<file path="config.mk">
export PLATFORM = sky130hd
export DESIGN_NAME = swm_master
export DESIGN_NICKNAME = d
export VERILOG_FILES = /design/src/rtl/swm_pkg.sv /design/src/rtl/swm_skid.sv /design/src/rtl/swm_master.sv
export SDC_FILE = /design/constraint.sdc
export NUM_CORES = 1
export LEC_CHECK = 0
export ABC_AREA = 1
export BUFFER_PORTS_ARGS = -buffer_cell sky130_fd_sc_hd__buf_2
export CORE_ASPECT_RATIO = 0.8
export CORE_UTILIZATION = 40
export CTS_BUF_LIST = sky130_fd_sc_hd__clkbuf_16
export CTS_CLUSTER_SIZE = 30
export DETAILED_ROUTE_END_ITERATION = 10
export GPL_TIMING_DRIVEN = 0
export PLACE_DENSITY = 0.57
export SLEW_MARGIN = 30
export SYNTH_ARGS = -nofsm -noshare
export SYNTH_HDL_FRONTEND = slang
export SYNTH_SLANG_ARGS = --single-unit
</file>
<file path="constraint.sdc">
create_clock -name clk_sys -period 6.85 [get_ports clk_sys]
set_clock_uncertainty 0.05 [all_clocks]
set_input_delay 0.685 -clock clk_sys [delete_from_list [all_inputs] [get_ports clk_sys]]
set_output_delay 0.685 -clock clk_sys [all_outputs]
set_load 0.05 [all_outputs]
</file>
<file path="src/rtl/swm_pkg.sv">
// Constants for the single-wire link master: timing figures and slot kinds.
// Assumes a 40 MHz system clock; all counts derive from CLK_MHZ.
package swm_pkg;

    // ==============================================================
    // Clock
    localparam int CLK_MHZ = 40;

    // ==============================================================
    // Regular speed times, in microseconds
    localparam int RESET_LOW_PULSE_TIME_US       = 480;
    localparam int RESET_LOW_MAX_US              = 960;
    localparam int RESET_HIGH_RECOVERY_TIME_US   = 480;
    localparam int PRESENCE_SAMPLE_US            = 70;
    localparam int WRITE_ONE_LOW_TIME_US         = 1;
    localparam int WRITE_ZERO_LOW_TIME_US        = 60;
    localparam int READ_START_LOW_TIME_US        = 1;
    localparam int READ_VALID_WINDOW_US          = 15;
    localparam int BIT_SLOT_LENGTH_US            = 60;
    localparam int SLOT_RECOVERY_TIME_US         = 1;
    localparam int COPY_WAIT_TIME_US             = 5000;

    // ==============================================================
    // Overdrive speed times, in microseconds
    localparam int OD_RESET_LOW_PULSE_TIME_US     = 48;
    localparam int OD_RESET_HIGH_RECOVERY_TIME_US = 48;
    localparam int OD_PRESENCE_SAMPLE_US          = 8;
    localparam int OD_WRITE_ZERO_LOW_TIME_US      = 6;
    localparam int OD_READ_VALID_WINDOW_US        = 2;
    localparam int OD_BIT_SLOT_LENGTH_US          = 6;

    // ==============================================================
    // Cycle counts (least times; all whole microseconds so exact)
    localparam int CNT_W = 18;
    localparam int RST_LOW_CYC      = RESET_LOW_PULSE_TIME_US * CLK_MHZ;
    localparam int RST_HIGH_CYC     = RESET_HIGH_RECOVERY_TIME_US * CLK_MHZ;
    localparam int PRES_SMP_CYC     = PRESENCE_SAMPLE_US * CLK_MHZ;
    localparam int W1_LOW_CYC       = WRITE_ONE_LOW_TIME_US * CLK_MHZ;
    localparam int W0_LOW_CYC       = WRITE_ZERO_LOW_TIME_US * CLK_MHZ;
    localparam int RD_LOW_CYC       = READ_START_LOW_TIME_US * CLK_MHZ;
    // Sample three cycles before the window closes: synchroniser delay
    localparam int RD_SMP_CYC       = READ_VALID_WINDOW_US * CLK_MHZ - 3;
    localparam int SLOT_CYC         = BIT_SLOT_LENGTH_US * CLK_MHZ;
    localparam int REC_CYC          = SLOT_RECOVERY_TIME_US * CLK_MHZ;
    localparam int COPY_CYC         = COPY_WAIT_TIME_US * CLK_MHZ;
    localparam int OD_RST_LOW_CYC   = OD_RESET_LOW_PULSE_TIME_US * CLK_MHZ;
    localparam int OD_RST_HIGH_CYC  = OD_RESET_HIGH_RECOVERY_TIME_US * CLK_MHZ;
    localparam int OD_PRES_SMP_CYC  = OD_PRESENCE_SAMPLE_US * CLK_MHZ;
    localparam int OD_W0_LOW_CYC    = OD_WRITE_ZERO_LOW_TIME_US * CLK_MHZ;
    localparam int OD_RD_SMP_CYC    = OD_READ_VALID_WINDOW_US * CLK_MHZ - 3;
    localparam int OD_SLOT_CYC      = OD_BIT_SLOT_LENGTH_US * CLK_MHZ;

    // ==============================================================
    // Commands
    typedef enum logic [2:0] {
        SWM_CMD_RESET,
        SWM_CMD_WRITE0,
        SWM_CMD_WRITE1,
        SWM_CMD_READ,
        SWM_CMD_COPY_WAIT
    } swm_cmd_t;

    localparam int CMD_W = 3;

endpackage

</file>
<file path="src/rtl/swm_skid.sv">
// Two-entry buffer with valid/ready on both sides.
// Assumes one clock; a stall on the drain side back-pressures the fill side.
`timescale 1ns/1ps
`default_nettype none
module swm_skid
    import swm_pkg::*;
#(
    parameter int WIDTH = 2
) (
    // Clock and reset
    input  wire logic             clk_sys,
    input  wire logic             sys_rst,
    // Fill side
    input  wire logic             in_valid,
    output logic                  in_ready,
    input  wire logic [WIDTH-1:0] in_data,
    // Drain side
    output logic                  out_valid,
    input  wire logic             out_ready,
    output logic [WIDTH-1:0]      out_data
);

    logic [WIDTH-1:0] mem_reg [2];
    logic [WIDTH-1:0] mem_next [2];
    logic             wp_reg, wp_next, rp_reg, rp_next;
    logic [1:0]       cnt_reg, cnt_next;
    logic             out_valid_reg, out_valid_next;
    logic [WIDTH-1:0] out_data_reg, out_data_next;

    // ==============================================================
    // Next state
    always_comb begin
        logic push;
        logic pop;
        push = 1'b0;
        pop  = 1'b0;
        mem_next = mem_reg;
        wp_next  = wp_reg;
        rp_next  = rp_reg;
        push = in_valid && (cnt_reg != 2'h2);
        pop  = out_ready && (cnt_reg != 2'h0);
        if (push) begin
            mem_next[wp_reg] = in_data;
            wp_next = ~wp_reg;
        end
        if (pop) begin
            rp_next = ~rp_reg;
        end
        cnt_next = cnt_reg + {1'b0, push} - {1'b0, pop};
        // Drain side registered so the ports come straight from flops
        out_valid_next = (cnt_next != 2'h0);
        out_data_next  = mem_next[rp_next];
    end

    // ==============================================================
    // Registers
    always_ff @(posedge clk_sys or posedge sys_rst) begin
        if (sys_rst) begin
            mem_reg[0] <= '0;
            mem_reg[1] <= '0;
            wp_reg     <= 1'b0;
            rp_reg     <= 1'b0;
            cnt_reg    <= 2'h0;
            out_valid_reg <= 1'b0;
            out_data_reg  <= '0;
        end else begin
            mem_reg <= mem_next;
            wp_reg  <= wp_next;
            rp_reg  <= rp_next;
            cnt_reg <= cnt_next;
            out_valid_reg <= out_valid_next;
            out_data_reg  <= out_data_next;
        end
    end

    assign in_ready  = (cnt_reg != 2'h2);
    assign out_valid = out_valid_reg;
    assign out_data  = out_data_reg;

endmodule // swm_skid
`default_nettype wire

</file>
<file path="src/rtl/swm_master.sv">
// Single-wire link master: resets, bit slots and copy wait on an open-drain pin.
// Assumes an external pullup on the wire; the pin is given as in/out/enable.
//
// Overview of operation
// - After each reset the master holds off all activity for the reset-high recovery time.
// - The reset low pulse stays well under the 960 us ceiling.
// - Read bits are sampled late in the read-valid window but never after it closes.
// - Write-one and read low pulses last 1 us, inside the 15 us or 2 us ceiling.
// - Every bit slot begins with the master pulling the wire low.
`timescale 1ns/1ps
`default_nettype none
module swm_master
    import swm_pkg::*;
#(
    parameter int COPY_CYCLES = COPY_CYC
) (
    // Clock and reset
    input  wire logic             clk_sys,
    input  wire logic             sys_rst,
    // Command port
    input  wire logic             cmd_valid,
    output logic                  cmd_ready,
    input  wire logic [CMD_W-1:0] cmd_op,
    input  wire logic             overdrive,
    // Result port
    output logic                  res_valid,
    input  wire logic             res_ready,
    output logic                  res_bit,
    output logic                  res_presence,
    // Wire
    input  wire logic             wire_in,
    output logic                  wire_out,
    output logic                  wire_oe
);

    typedef enum logic [2:0] {
        SWM_IDLE, SWM_RST_LOW, SWM_RST_HIGH, SWM_SLOT, SWM_REC, SWM_COPY
    } swm_state_t;

    swm_state_t       state_reg, state_next;
    logic [CNT_W-1:0] cnt_reg, cnt_next;
    logic [CNT_W-1:0] low_reg, low_next;
    logic [CNT_W-1:0] smp_reg, smp_next;
    logic [CNT_W-1:0] end_reg, end_next;
    logic             od_reg, od_next;
    logic             rd_reg, rd_next;
    logic             oe_reg, oe_next;
    logic             push_reg, push_next;
    logic [1:0]       data_reg, data_next;
    logic             cmd_ready_reg, cmd_ready_next;
    logic             sync1_reg, sync2_reg;
    logic             buf_ready, buf_valid;
    logic [1:0]       buf_data;

    function automatic logic [CNT_W-1:0] cyc(input int n);
        cyc = n[CNT_W-1:0];
    endfunction

    // ==============================================================
    // Pin synchroniser
    always_ff @(posedge clk_sys or posedge sys_rst) begin
        if (sys_rst) begin
            sync1_reg <= 1'b1;
            sync2_reg <= 1'b1;
        end else begin
            sync1_reg <= wire_in;
            sync2_reg <= sync1_reg;
        end
    end

    // ==============================================================
    // Slot sequencer
    always_comb begin
        state_next = state_reg;
        cnt_next   = cnt_reg + cyc(1);
        low_next   = low_reg;
        smp_next   = smp_reg;
        end_next   = end_reg;
        od_next    = od_reg;
        rd_next    = rd_reg;
        oe_next    = oe_reg;
        push_next  = 1'b0;
        data_next  = data_reg;
        case (state_reg)
            SWM_IDLE: begin
                cnt_next = '0;
                // Buffer full stalls new commands so no result is lost
                if (cmd_valid && cmd_ready_reg) begin
                    od_next = overdrive;
                    rd_next = 1'b0;
                    if (cmd_op == SWM_CMD_RESET) begin
                        // 480 us drops to regular speed; 48 us stays under 80 us
                        low_next   = overdrive ? cyc(OD_RST_LOW_CYC) : cyc(RST_LOW_CYC);
                        smp_next   = overdrive ? cyc(OD_PRES_SMP_CYC) : cyc(PRES_SMP_CYC);
                        end_next   = overdrive ? cyc(OD_RST_HIGH_CYC) : cyc(RST_HIGH_CYC);
                        oe_next    = 1'b1;
                        state_next = SWM_RST_LOW;
                    end else if (cmd_op == SWM_CMD_COPY_WAIT) begin
                        oe_next    = 1'b0;
                        state_next = SWM_COPY;
                    end else begin
                        if (cmd_op == SWM_CMD_WRITE0) begin
                            low_next = overdrive ? cyc(OD_W0_LOW_CYC) : cyc(W0_LOW_CYC);
                        end else if (cmd_op == SWM_CMD_WRITE1) begin
                            low_next = cyc(W1_LOW_CYC);
                        end else begin
                            low_next = cyc(RD_LOW_CYC);
                            rd_next  = 1'b1;
                        end
                        smp_next   = overdrive ? cyc(OD_RD_SMP_CYC) : cyc(RD_SMP_CYC);
                        end_next   = overdrive ? cyc(OD_SLOT_CYC) : cyc(SLOT_CYC);
                        oe_next    = 1'b1;
                        state_next = SWM_SLOT;
                    end
                end
            end
            SWM_RST_LOW: begin
                if (cnt_reg == low_reg - cyc(1)) begin
                    oe_next    = 1'b0;
                    cnt_next   = '0;
                    state_next = SWM_RST_HIGH;
                end
            end
            SWM_RST_HIGH: begin
                if (cnt_reg == smp_reg) begin
                    data_next = {~sync2_reg, 1'b0};
                end
                // Nothing new starts before recovery has run out
                if (cnt_reg == end_reg - cyc(1)) begin
                    push_next  = 1'b1;
                    state_next = SWM_IDLE;
                end
            end
            SWM_SLOT: begin
                if (cnt_reg == low_reg - cyc(1)) begin
                    oe_next = 1'b0;
                end
                // Device data valid well before this point, sampled late
                if (rd_reg && cnt_reg == smp_reg) begin
                    data_next = {1'b0, sync2_reg};
                end
                if (cnt_reg == end_reg - cyc(1)) begin
                    cnt_next   = '0;
                    state_next = SWM_REC;
                end
            end
            SWM_REC: begin
                if (cnt_reg == cyc(REC_CYC) - cyc(1)) begin
                    push_next  = rd_reg;
                    state_next = SWM_IDLE;
                end
            end
            SWM_COPY: begin
                // Wire stays released so the pullup powers the write
                if (cnt_reg == COPY_CYCLES[CNT_W-1:0] - cyc(1)) begin
                    state_next = SWM_IDLE;
                end
            end
            default: begin
                state_next = SWM_IDLE;
            end
        endcase
        // Hold off while a result is in flight so the buffer never overflows
        cmd_ready_next = (state_next == SWM_IDLE) && buf_ready && !push_next && !push_reg;
    end

    always_ff @(posedge clk_sys or posedge sys_rst) begin
        if (sys_rst) begin
            state_reg     <= SWM_IDLE;
            cnt_reg       <= '0;
            low_reg       <= '0;
            smp_reg       <= '0;
            end_reg       <= '0;
            od_reg        <= 1'b0;
            rd_reg        <= 1'b0;
            oe_reg        <= 1'b0;
            push_reg      <= 1'b0;
            data_reg      <= 2'h0;
            cmd_ready_reg <= 1'b0;
        end else begin
            state_reg     <= state_next;
            cnt_reg       <= cnt_next;
            low_reg       <= low_next;
            smp_reg       <= smp_next;
            end_reg       <= end_next;
            od_reg        <= od_next;
            rd_reg        <= rd_next;
            oe_reg        <= oe_next;
            push_reg      <= push_next;
            data_reg      <= data_next;
            cmd_ready_reg <= cmd_ready_next;
        end
    end

    // ==============================================================
    // Result buffer
    swm_skid #(
        .WIDTH (2)
    ) u_skid (
        .clk_sys   (clk_sys),
        .sys_rst   (sys_rst),
        .in_valid  (push_reg),
        .in_ready  (buf_ready),
        .in_data   (data_reg),
        .out_valid (buf_valid),
        .out_ready (res_ready),
        .out_data  (buf_data)
    );

    assign cmd_ready    = cmd_ready_reg;
    assign wire_oe      = oe_reg;
    assign wire_out     = 1'b0;
    assign res_valid    = buf_valid;
    assign res_bit      = buf_data[0];
    assign res_presence = buf_data[1];

endmodule // swm_master
`default_nettype wire

</file>
* Word-level counts from Yosys, hierarchy flattened
Cells that the tools add are included.
** Storage, ports and cells
- Output and inout port bits :: 6
- Logic and storage cells :: 119
- Bits of input ports :: 9
- Register bits :: 94
** Operators by class
- Bitwise operators :: 5
- $add $sub $neg :: 5
- Equality and inequality tests :: 19
- $lt $le $gt $ge :: 3
- Muxes and demuxes :: 46
- Reductions and logical operators :: 22
** Operators with widths (count)
- two-way mux 18 bit :: 8
- equality test 18 bit :: 3
- one-hot mux 18 bit (3 select lines) :: 1
- two-way mux 12 bit :: 3
- subtractor 18 x 1 -> 18 bit, second input constant :: 2
- two-way mux 3 bit :: 8
- adder 18 x 1 -> 18 bit, second input constant :: 1
- equality test 18 bit, second input constant :: 1
- equality test 18 x 6 -> 1 bit, second input constant :: 1
- one-hot mux 3 bit (6 select lines) :: 1
- two-way mux 15 bit :: 1
- two-way mux 2 bit :: 6
- two-way mux 1 bit :: 11
- two-way mux 10 bit :: 1
- inequality test 2 bit, second input constant :: 5
- equality test 3 x 2 -> 1 bit, second input constant :: 3
- equality test 3 bit, second input constant :: 3
- zero test 3 bit :: 3
- AND reduction 3 bit :: 3
- logical AND 1 bit :: 8
- nonzero test 2 bit :: 4
- equality test 3 x 1 -> 1 bit, second input constant :: 2
- bitwise mux 4 bit :: 1
- >= comparator 2 bit, second input constant :: 2
- other kinds (13) :: 18

* Longest topological paths before layout
Gate-level depths: netlist of run 1.
- Depth in word-level cells :: 10
- Gate-level depth with buffers :: 17
- Gate-level depth less buffers :: 17

* By module
From an unflattened synthesis of run 1, not the netlist that was laid out.
** Unflattened totals
- Cell total of the unflattened synthesis :: 546
- Area, all modules :: 3717.3 µm²
** By module, submodules not included
- swm_master :: times used 1, area an instance 3161.8 µm², sequential area each 1128.6 µm², cells an instance 475
- swm_skid :: times used 1, area an instance 555.5 µm², sequential area each 275.3 µm², cells an instance 71

* Least setup slack after synthesis of run 1
Ideal clock, no wire load.
- Kind :: flip-flop to flip-flop
- Start :: reg low_reg[5]
- End :: reg cnt_reg[11]
- Arrival :: 2104 ps
- Data required time :: 6679 ps
- Path buffers :: 3
- Stages on the path, launching flop included :: 16
- Library setup time :: 121 ps
- Slack :: 4575 ps
- Period minus slack after synthesis :: 2275 ps
- Cell sequence :: dfrtp_1 > inv_1 > ha_1 > buf_2 > nand2_2 > nor2_2 > nand2_1 > nand3_1 > nand2_1 > nor2_2 > nand3_1 > a21oi_1 > and2_1 > buf_6 > buf_6 > nor2_1
** On the way
- Word-level cells in the longest chain between the ends :: 4
** RTL lines
- start: declaration :: line swm_master.sv:42 : logic [CNT_W-1:0] low_reg, low_next;
- start signal: assignment :: line swm_master.sv:183 : low_reg <= low_next;
- subtractor 18 x 1 -> 18 bit :: line swm_master.sv:118 : if (cnt_reg == low_reg - cyc(1)) begin
- equality test 18 bit :: line swm_master.sv:118
- two-way mux 18 bit :: line swm_master.sv:118
- one-hot mux 18 bit (3 select lines) :: line swm_master.sv:84 : case (state_reg)
- via cnt_next[11] :: line swm_master.sv:41 : logic [CNT_W-1:0] cnt_reg, cnt_next;
- end signal: assignment :: line swm_master.sv:182 : cnt_reg <= cnt_next;
- end: declaration :: line swm_master.sv:41
The timed path passes the listed nets, and every way through them passes these cells.
A chain may end at the register's enable or synchronous reset.

* Worst setup path after layout of run 1
- Start :: reg low_reg[5]
- End :: reg cnt_reg[10]
The elaborated chain is that of the path after synthesis.

==> flow_summary.yaml, run 1 <==
clock_network:
  cts.sinks: 56
  cts_root_buf: "clkbuf_16"
  clk_pin_slew_ps: 70
  clockBufferDepth: 2
  numCtsBuffers: 5
  cts_resized: 0
  clk_latency_ps: 300
  post-cts-setup-buffers: 0
  htreeDepth: 2
  hold_buffers: 0
  cts_tree: "yes"
routing:
  wire_per_inst_um: 14.71
  first_iter_violations: 248
  vias: 3327
  drt_wl_total_mm: 9.679
  drtAntennaViolNets: 0
  routed_via_density: 5.056
  firstDrtPassIters: 4
  drc: 0
cells_and_area:
  drive_gt1_frac: 0.08791
  mostFrequentLayoutCell: "nand2_1"
  syn2layout_area_growth_pct: 11.05
  nets: 560
  utilization: 0.4622
  layout_common_cells: "161 x nand2_1, 75 x inv_1, 71 x nor2_1, 54 x dfrtp_1, 36 x nand3_1"
  largest_reg_flops: 18
  diodes: 0
  final-instance-count-excl-fill: 658
logic_synthesis:
  yosysSeqAreaShare: 0.3924
  synth_area_leaders: "dfrtp_1 38%, nand2_1 17%, inv_1 8.0%"
  synth-async-reset-ratio: 1.000
  netlist_instances: 524
  synth_edf_count: 0
  ys_seq_elements: 56
  synth_fp_nets: 539
  synth_cell_type_count: 40
  yosysWarnings: 0
  yosysTopAreaCell: "dfrtp_1"
  syn_avg_cell_area_um2: 6.827
  synthFlopType: "dfrtp_1"
  netlist_area_um2: 3577
  synth_top_area_share: 0.3778
min_path:
  worst_hold_path_type: "input port to async pin"
floorplanning:
  die-area_um2: 9328
  rows: 30
  start_util: 0.4162
  die_h_um: 86.59
  coreArea_um2: 8596
  die_w_um: 107.7
  io_pins: 15
pwr:
  pwr-share-clk: 0.204
  p_seq_frac: 0.350
  p_int_mw: 0.7972
  p_leak_nw: 1.982
  comb_power_share: 0.446
  p_per_area_nw_per_um2: 362.8
  peakVddDrop_uv: 184.2
  switchingPower_mw: 0.6441
  p_sw_frac: 0.4469
setup_path:
  slowest_delay_ps: 490
  critPathBufInv: 4
  critical_path.startpoint_type: "flip-flop"
  end_kind: "flip-flop"
  path_class: "flip-flop to flip-flop"
  crit_arrival_ps: 3050
  path_delay_family: "simple AND/OR/NAND/NOR gates"
  slowest_stage: "dfrtp_1"
  critical_path.max_fanout: 10
  cp_cell_sequence: "inv_1 -> ha_1 -> buf_2 -> nand2_2 -> nor2_2 -> nand2_1 -> nand2_1 -> nand3_1 -> nor2_1 -> nand3_1 -> a21oi_1 -> and2_1 -> buf_6 -> buf_6 -> nor2_1"
  crit_required_ps: 6980
global_route:
  grt_use_total: 0.2281
  grt_overflow: 0
  grt_max_degree: 37
  antenna_found_initial: 0
  grt_pass1_wl_mm: 15.95
  grt_pass1_vias: 3032
flow_run:
  max_cap_violations: 0
sta:
  hold_viol: 0
  fin_setup_tns_ps: 0
  relSlewSlack: 0.4758
  rsz0062_at_grt: "no"
  fin_ws_ps: 3934
  finalSetupViolations: 0
  hold_ws_ps: 276.0
  worst_pin_slew_ps: 779.1
  fmax_ghz: 0.3429
  finalCritPeriodShare: 0.4257
  period_minus_slack_ps: 2916
  drv_slew: 0
placement:
  dp.cells: 650
  place.port_buffers: 13
  pre_cts_ws_ps: 4004
  dpl.hpwl_mm: 7.647
  gp_congestion: 0.9187
status:
  status: "completed"
-- synthesized netlist by cell type, types with 2 or more instances --
master   number
dfrtp_1      54
inv_1        76
nor2_1       71
dfstp_2       2
nand2_1     161
xor2_1        7
or2_2         4
nand3_2       2
o21ai_0      31
nand4_1       9
xnor2_1       3
mux2_2        2
a21oi_1       6
and2_1        2
nand3_1      36
ha_1          6
nor2_4        3
buf_6         2
nor4_1        5
nor3_1       10
o22ai_1       6
buf_2         2
nor2_2        5
o21a_1        3
-- metal layers --
| metal | global-route usage | wire length [um] |
|---|---|---|
| met5 | 0 | 0 |
| met3 | 0.03835 | 409 |
| met1 | 0.3700 | 5407 |
| met4 | 0.06227 | 135 |
| met2 | 0.3024 | 3727 |
-- power by group through the flow --
| stage | Sequential [mW] | Combinational (mW) | Clock [mW] |
|---|---|---|---|
| 4_1_cts | 0.503 | 0.637 | 0.300 |
| 3_5_place_dp | 0.507 | 0.635 | 0 |
| 2_1_floorplan | 0.501 | 0.472 | 0 |
| 6_report | 0.505 | 0.643 | 0.294 |
| 3_3_place_gp | 0.510 | 0.621 | 0 |
| 5_1_grt | 0.516 | 0.733 | 0.313 |
-- worst paths after layout --
check / endpoint / slack, ps / cells past startpoint / startpoint
worst min register to register: sync2_reg / 310 / 0 / sync1_reg
worst min-delay path: state_reg[0] / 280 / 2 / sys_rst
worst max-delay path: cnt_reg[10] / 3930 / 15 / low_reg[5]
worst max register to register: cnt_reg[10] / 3930 / 15 / low_reg[5]
min in group clk_sys: sync2_reg / 310 / 0 / sync1_reg
max in group asynchronous: sync2_reg / 5950 / 3 / sys_rst
-- cells by family (layout without fill, tap and decap cells) --
| group | Yosys count | in the layout | share of synthesized area |
|---|---|---|---|
| AND/OR/NAND/NOR | 312 | 312 | 0.3750 |
| flip-flops | 56 | 56 | 0.3924 |
| adder cells (fa/ha/maj) | 6 | 6 | 0.02099 |
| other | 1 | 1 | 0.001048 |
| AO/OA/AOI/OAI | 55 | 55 | 0.08780 |
| buffers and inverters | 82 | 104 | 0.09199 |
| XOR/XNOR | 10 | 10 | 0.02449 |
| multiplexers | 2 | 2 | 0.006295 |
-- through the flow --
stage / cell area (um2) / power (mW)
6_report: 3973 / 1.441
5_1_grt: 3973 / 1.562
4_1_cts: 3973 / 1.441
3_5_place_dp: 3805 / 1.142
3_3_place_gp: 3782 / 1.131
2_1_floorplan: 3577 / 0.9736
-- area by class of cell --
class	count	area (um2)
fill	891	4623
multi-input combinational	386	1844
sequential	56	1404
inverter	76	287.8
tap	112	140.1
clock buffer	5	125.1
timing repair buffer	14	85.08
buffer	6	43.79
clock inverter	3	42.54
-- worst reg2reg max path: stages, from the launching register on --
cell	delay, ps
dfrtp_1	490
inv_1	250
ha_1	190
buf_2	180
nand2_2	120
nor2_2	190
nand2_1	70
nand2_1	60
nand3_1	70
nor2_1	250
nand3_1	190
a21oi_1	190
and2_1	170
buf_6	140
buf_6	150
nor2_1	60
(Power assumes the default switching activity.)
==> run 2, diff against run 1 <==
Settings changed: PLACE_DENSITY 0.57 to 0.59.
Clock period 6.85 ns to 2.58 ns, I/O delays scaled along.
==> flow_summary.yaml, run 2 (synthesis gave the netlist of run 1 again) <==
global_route:
  grt_use_total: 0.2295
  grt_max_degree: 38
  antenna_found_initial: 0
  grt_overflow: 0
  grt_pass1_wl_mm: 16.13
  grt_pass1_vias: 3181
pwr:
  comb_power_share: 0.464
  p_int_mw: 2.181
  pwr-share-clk: 0.200
  p_per_area_nw_per_um2: 975.0
  switchingPower_mw: 1.783
  p_sw_frac: 0.4498
  p_leak_nw: 2.001
  p_seq_frac: 0.337
  p_total_mw: 3.965
  peakVddDrop_uv: 467.1
clock_network:
  numCtsBuffers: 5
  clockBufferDepth: 2
  clk_latency_ps: 310
  htreeDepth: 2
  clk_pin_slew_ps: 70
  cts_root_buf: "clkbuf_16"
  cts.sinks: 56
  cts_tree: "yes"
setup_path:
  critical_path.startpoint_type: "flip-flop"
  path_class: "flip-flop to flip-flop"
  cp_cell_sequence: "buf_4 -> nor2_2 -> nand2_1 -> nor2_4 -> nand2_1 -> nand2_1 -> nand2_1 -> nor2_1 -> nand2_1 -> nor2_1 -> nand3_2 -> nand2_2 -> and2_4 -> buf_6 -> nor2_1"
  cp.depth: 15
  critical_path.max_fanout: 17
  cp_common_cell: "nand2_1"
  crit_required_ps: 2720
  reg2reg_from: "low_reg[5]"
  reg2reg_depth: 15
  end_kind: "flip-flop"
  slowest_stage: "dfrtp_2"
  path_delay_family: "simple AND/OR/NAND/NOR gates"
  crit_arrival_ps: 2530
  regToRegSetupSlack_ps: 190
  critPathBufInv: 2
  r2r-end: "cnt_reg[15]"
  slowest_delay_ps: 430
sta:
  finalSetupViolations: 0
  period_minus_slack_ps: 2389
  fmax_ghz: 0.4186
  hold_viol: 0
  fin_setup_tns_ps: 0
  worst_pin_slew_ps: 628.4
  drv_slew: 0
  fin_ws_ps: 190.8
  finalCritPeriodShare: 0.9260
  rsz0062_at_grt: "no"
  relSlewSlack: 0.5772
routing:
  drc: 0
  first_iter_violations: 452
  drt_wl_total_mm: 9.741
  vias: 3469
  drtAntennaViolNets: 0
  wire_per_inst_um: 14.69
  firstDrtPassIters: 5
  routed_via_density: 5.232
cells_and_area:
  mostFrequentLayoutCell: "nand2_1"
  layout_common_cells: "160 x nand2_1, 72 x inv_1, 68 x nor2_1, 51 x dfrtp_1, 35 x nand3_1"
  largest_reg_flops: 18
  drive_gt1_frac: 0.1162
  nets: 565
  diodes: 0
  syn2layout_area_growth_pct: 13.68
flow_run:
  max_cap_violations: 0
floorplanning:
  start_util: 0.4162
  rows: 30
  die_h_um: 86.59
  die-area_um2: 9328
  io_pins: 15
  die_w_um: 107.7
  coreArea_um2: 8596
min_path:
  min_path_cells: 2
  min_to: "smp_reg[7]"
  min_from: "overdrive"
  worst_hold_path_type: "input port to flip-flop"
status:
  status: "completed"
placement:
  gp_congestion: 0.9037
  pre_cts_ws_ps: -250.5
  place.port_buffers: 13
  dpl.hpwl_mm: 7.515
[run 2: cell types whose count changed in the layout (fill, tap and decap cells not counted), sizes merged]
cell	delta
buf	+3
clkinv	-1
dlygate4sd3	+2
inv	+1
[run 2: repair_timing]
action | 4_1_cts | 5_1_grt
setup endpoints to repair | 18 | 18
gates resized for setup | 11 | 10
pin swaps | 0 | 2
buffers inserted | 1 | 3
hold endpoints to repair | 18 | 0
hold buffers | 2 | 0
[run 2: area by class of cell]
| class | count | area [um2] |
|---|---|---|
| multi-input combinational | 386 | 1887 |
| clock inverter | 3 | 46.29 |
| inverter | 76 | 290.3 |
| timing repair buffer | 20 | 135.1 |
| buffer | 5 | 35.03 |
| tap | 112 | 140.1 |
| clock buffer | 5 | 125.1 |
| sequential | 56 | 1408 |
| fill | 864 | 4529 |
[run 2: worst max-delay path by stage]
stage / startpoint / slack, ps / to
2_1_floorplan: low_reg[5] / 300 / cnt_reg[11]
3_3_place_gp: low_reg[5] / -260 / cnt_reg[14]
3_5_place_dp: low_reg[5] / -250 / cnt_reg[8]
4_1_cts: smp_reg[3] / 10 / cnt_reg[8]
5_1_grt: low_reg[3] / 9 / cnt_reg[7]
6_report: low_reg[5] / 190 / cnt_reg[15]
[run 2: per-layer routing]
| metal | part of all wire | global-route usage | vias up | wire length [um] |
|---|---|---|---|---|
| li1 | - | - | 1715 | - |
| met5 | 0 | 0 | - | 0 |
| met2 | 0.39 | 0.3129 | 136 | 3819 |
| met1 | 0.51 | 0.3526 | 1601 | 4920 |
| met3 | 0.087 | 0.05564 | 17 | 849 |
| met4 | 0.016 | 0.06725 | 0 | 151 |
[run 2: through the flow]
| step | hold WS [ps] | util | std cells | cell area (um2) |
|---|---|---|---|---|
| after global placement | 297.7 | 0.4400 | 649 | 3782 |
| final | 143.1 | 0.4731 | 663 | 4066 |
| after global routing | 144.5 | 0.4731 | 663 | 4066 |
| after CTS | 140.0 | 0.4687 | 661 | 4029 |
| after floorplan | 212.5 | - | 524 | 3577 |
| after detailed placement | 176.7 | 0.4426 | 650 | 3805 |
[run 2: power by group through the flow]
stage               sequential [mW]  combinational [mW]  clock, mW
floorplan                      1.33                1.25          0
global placement               1.36                1.66          0
detailed placement             1.35                1.68          0
CTS                            1.34                1.76      0.813
global route                   1.36                2.07      0.848
finish                         1.33                1.84      0.792
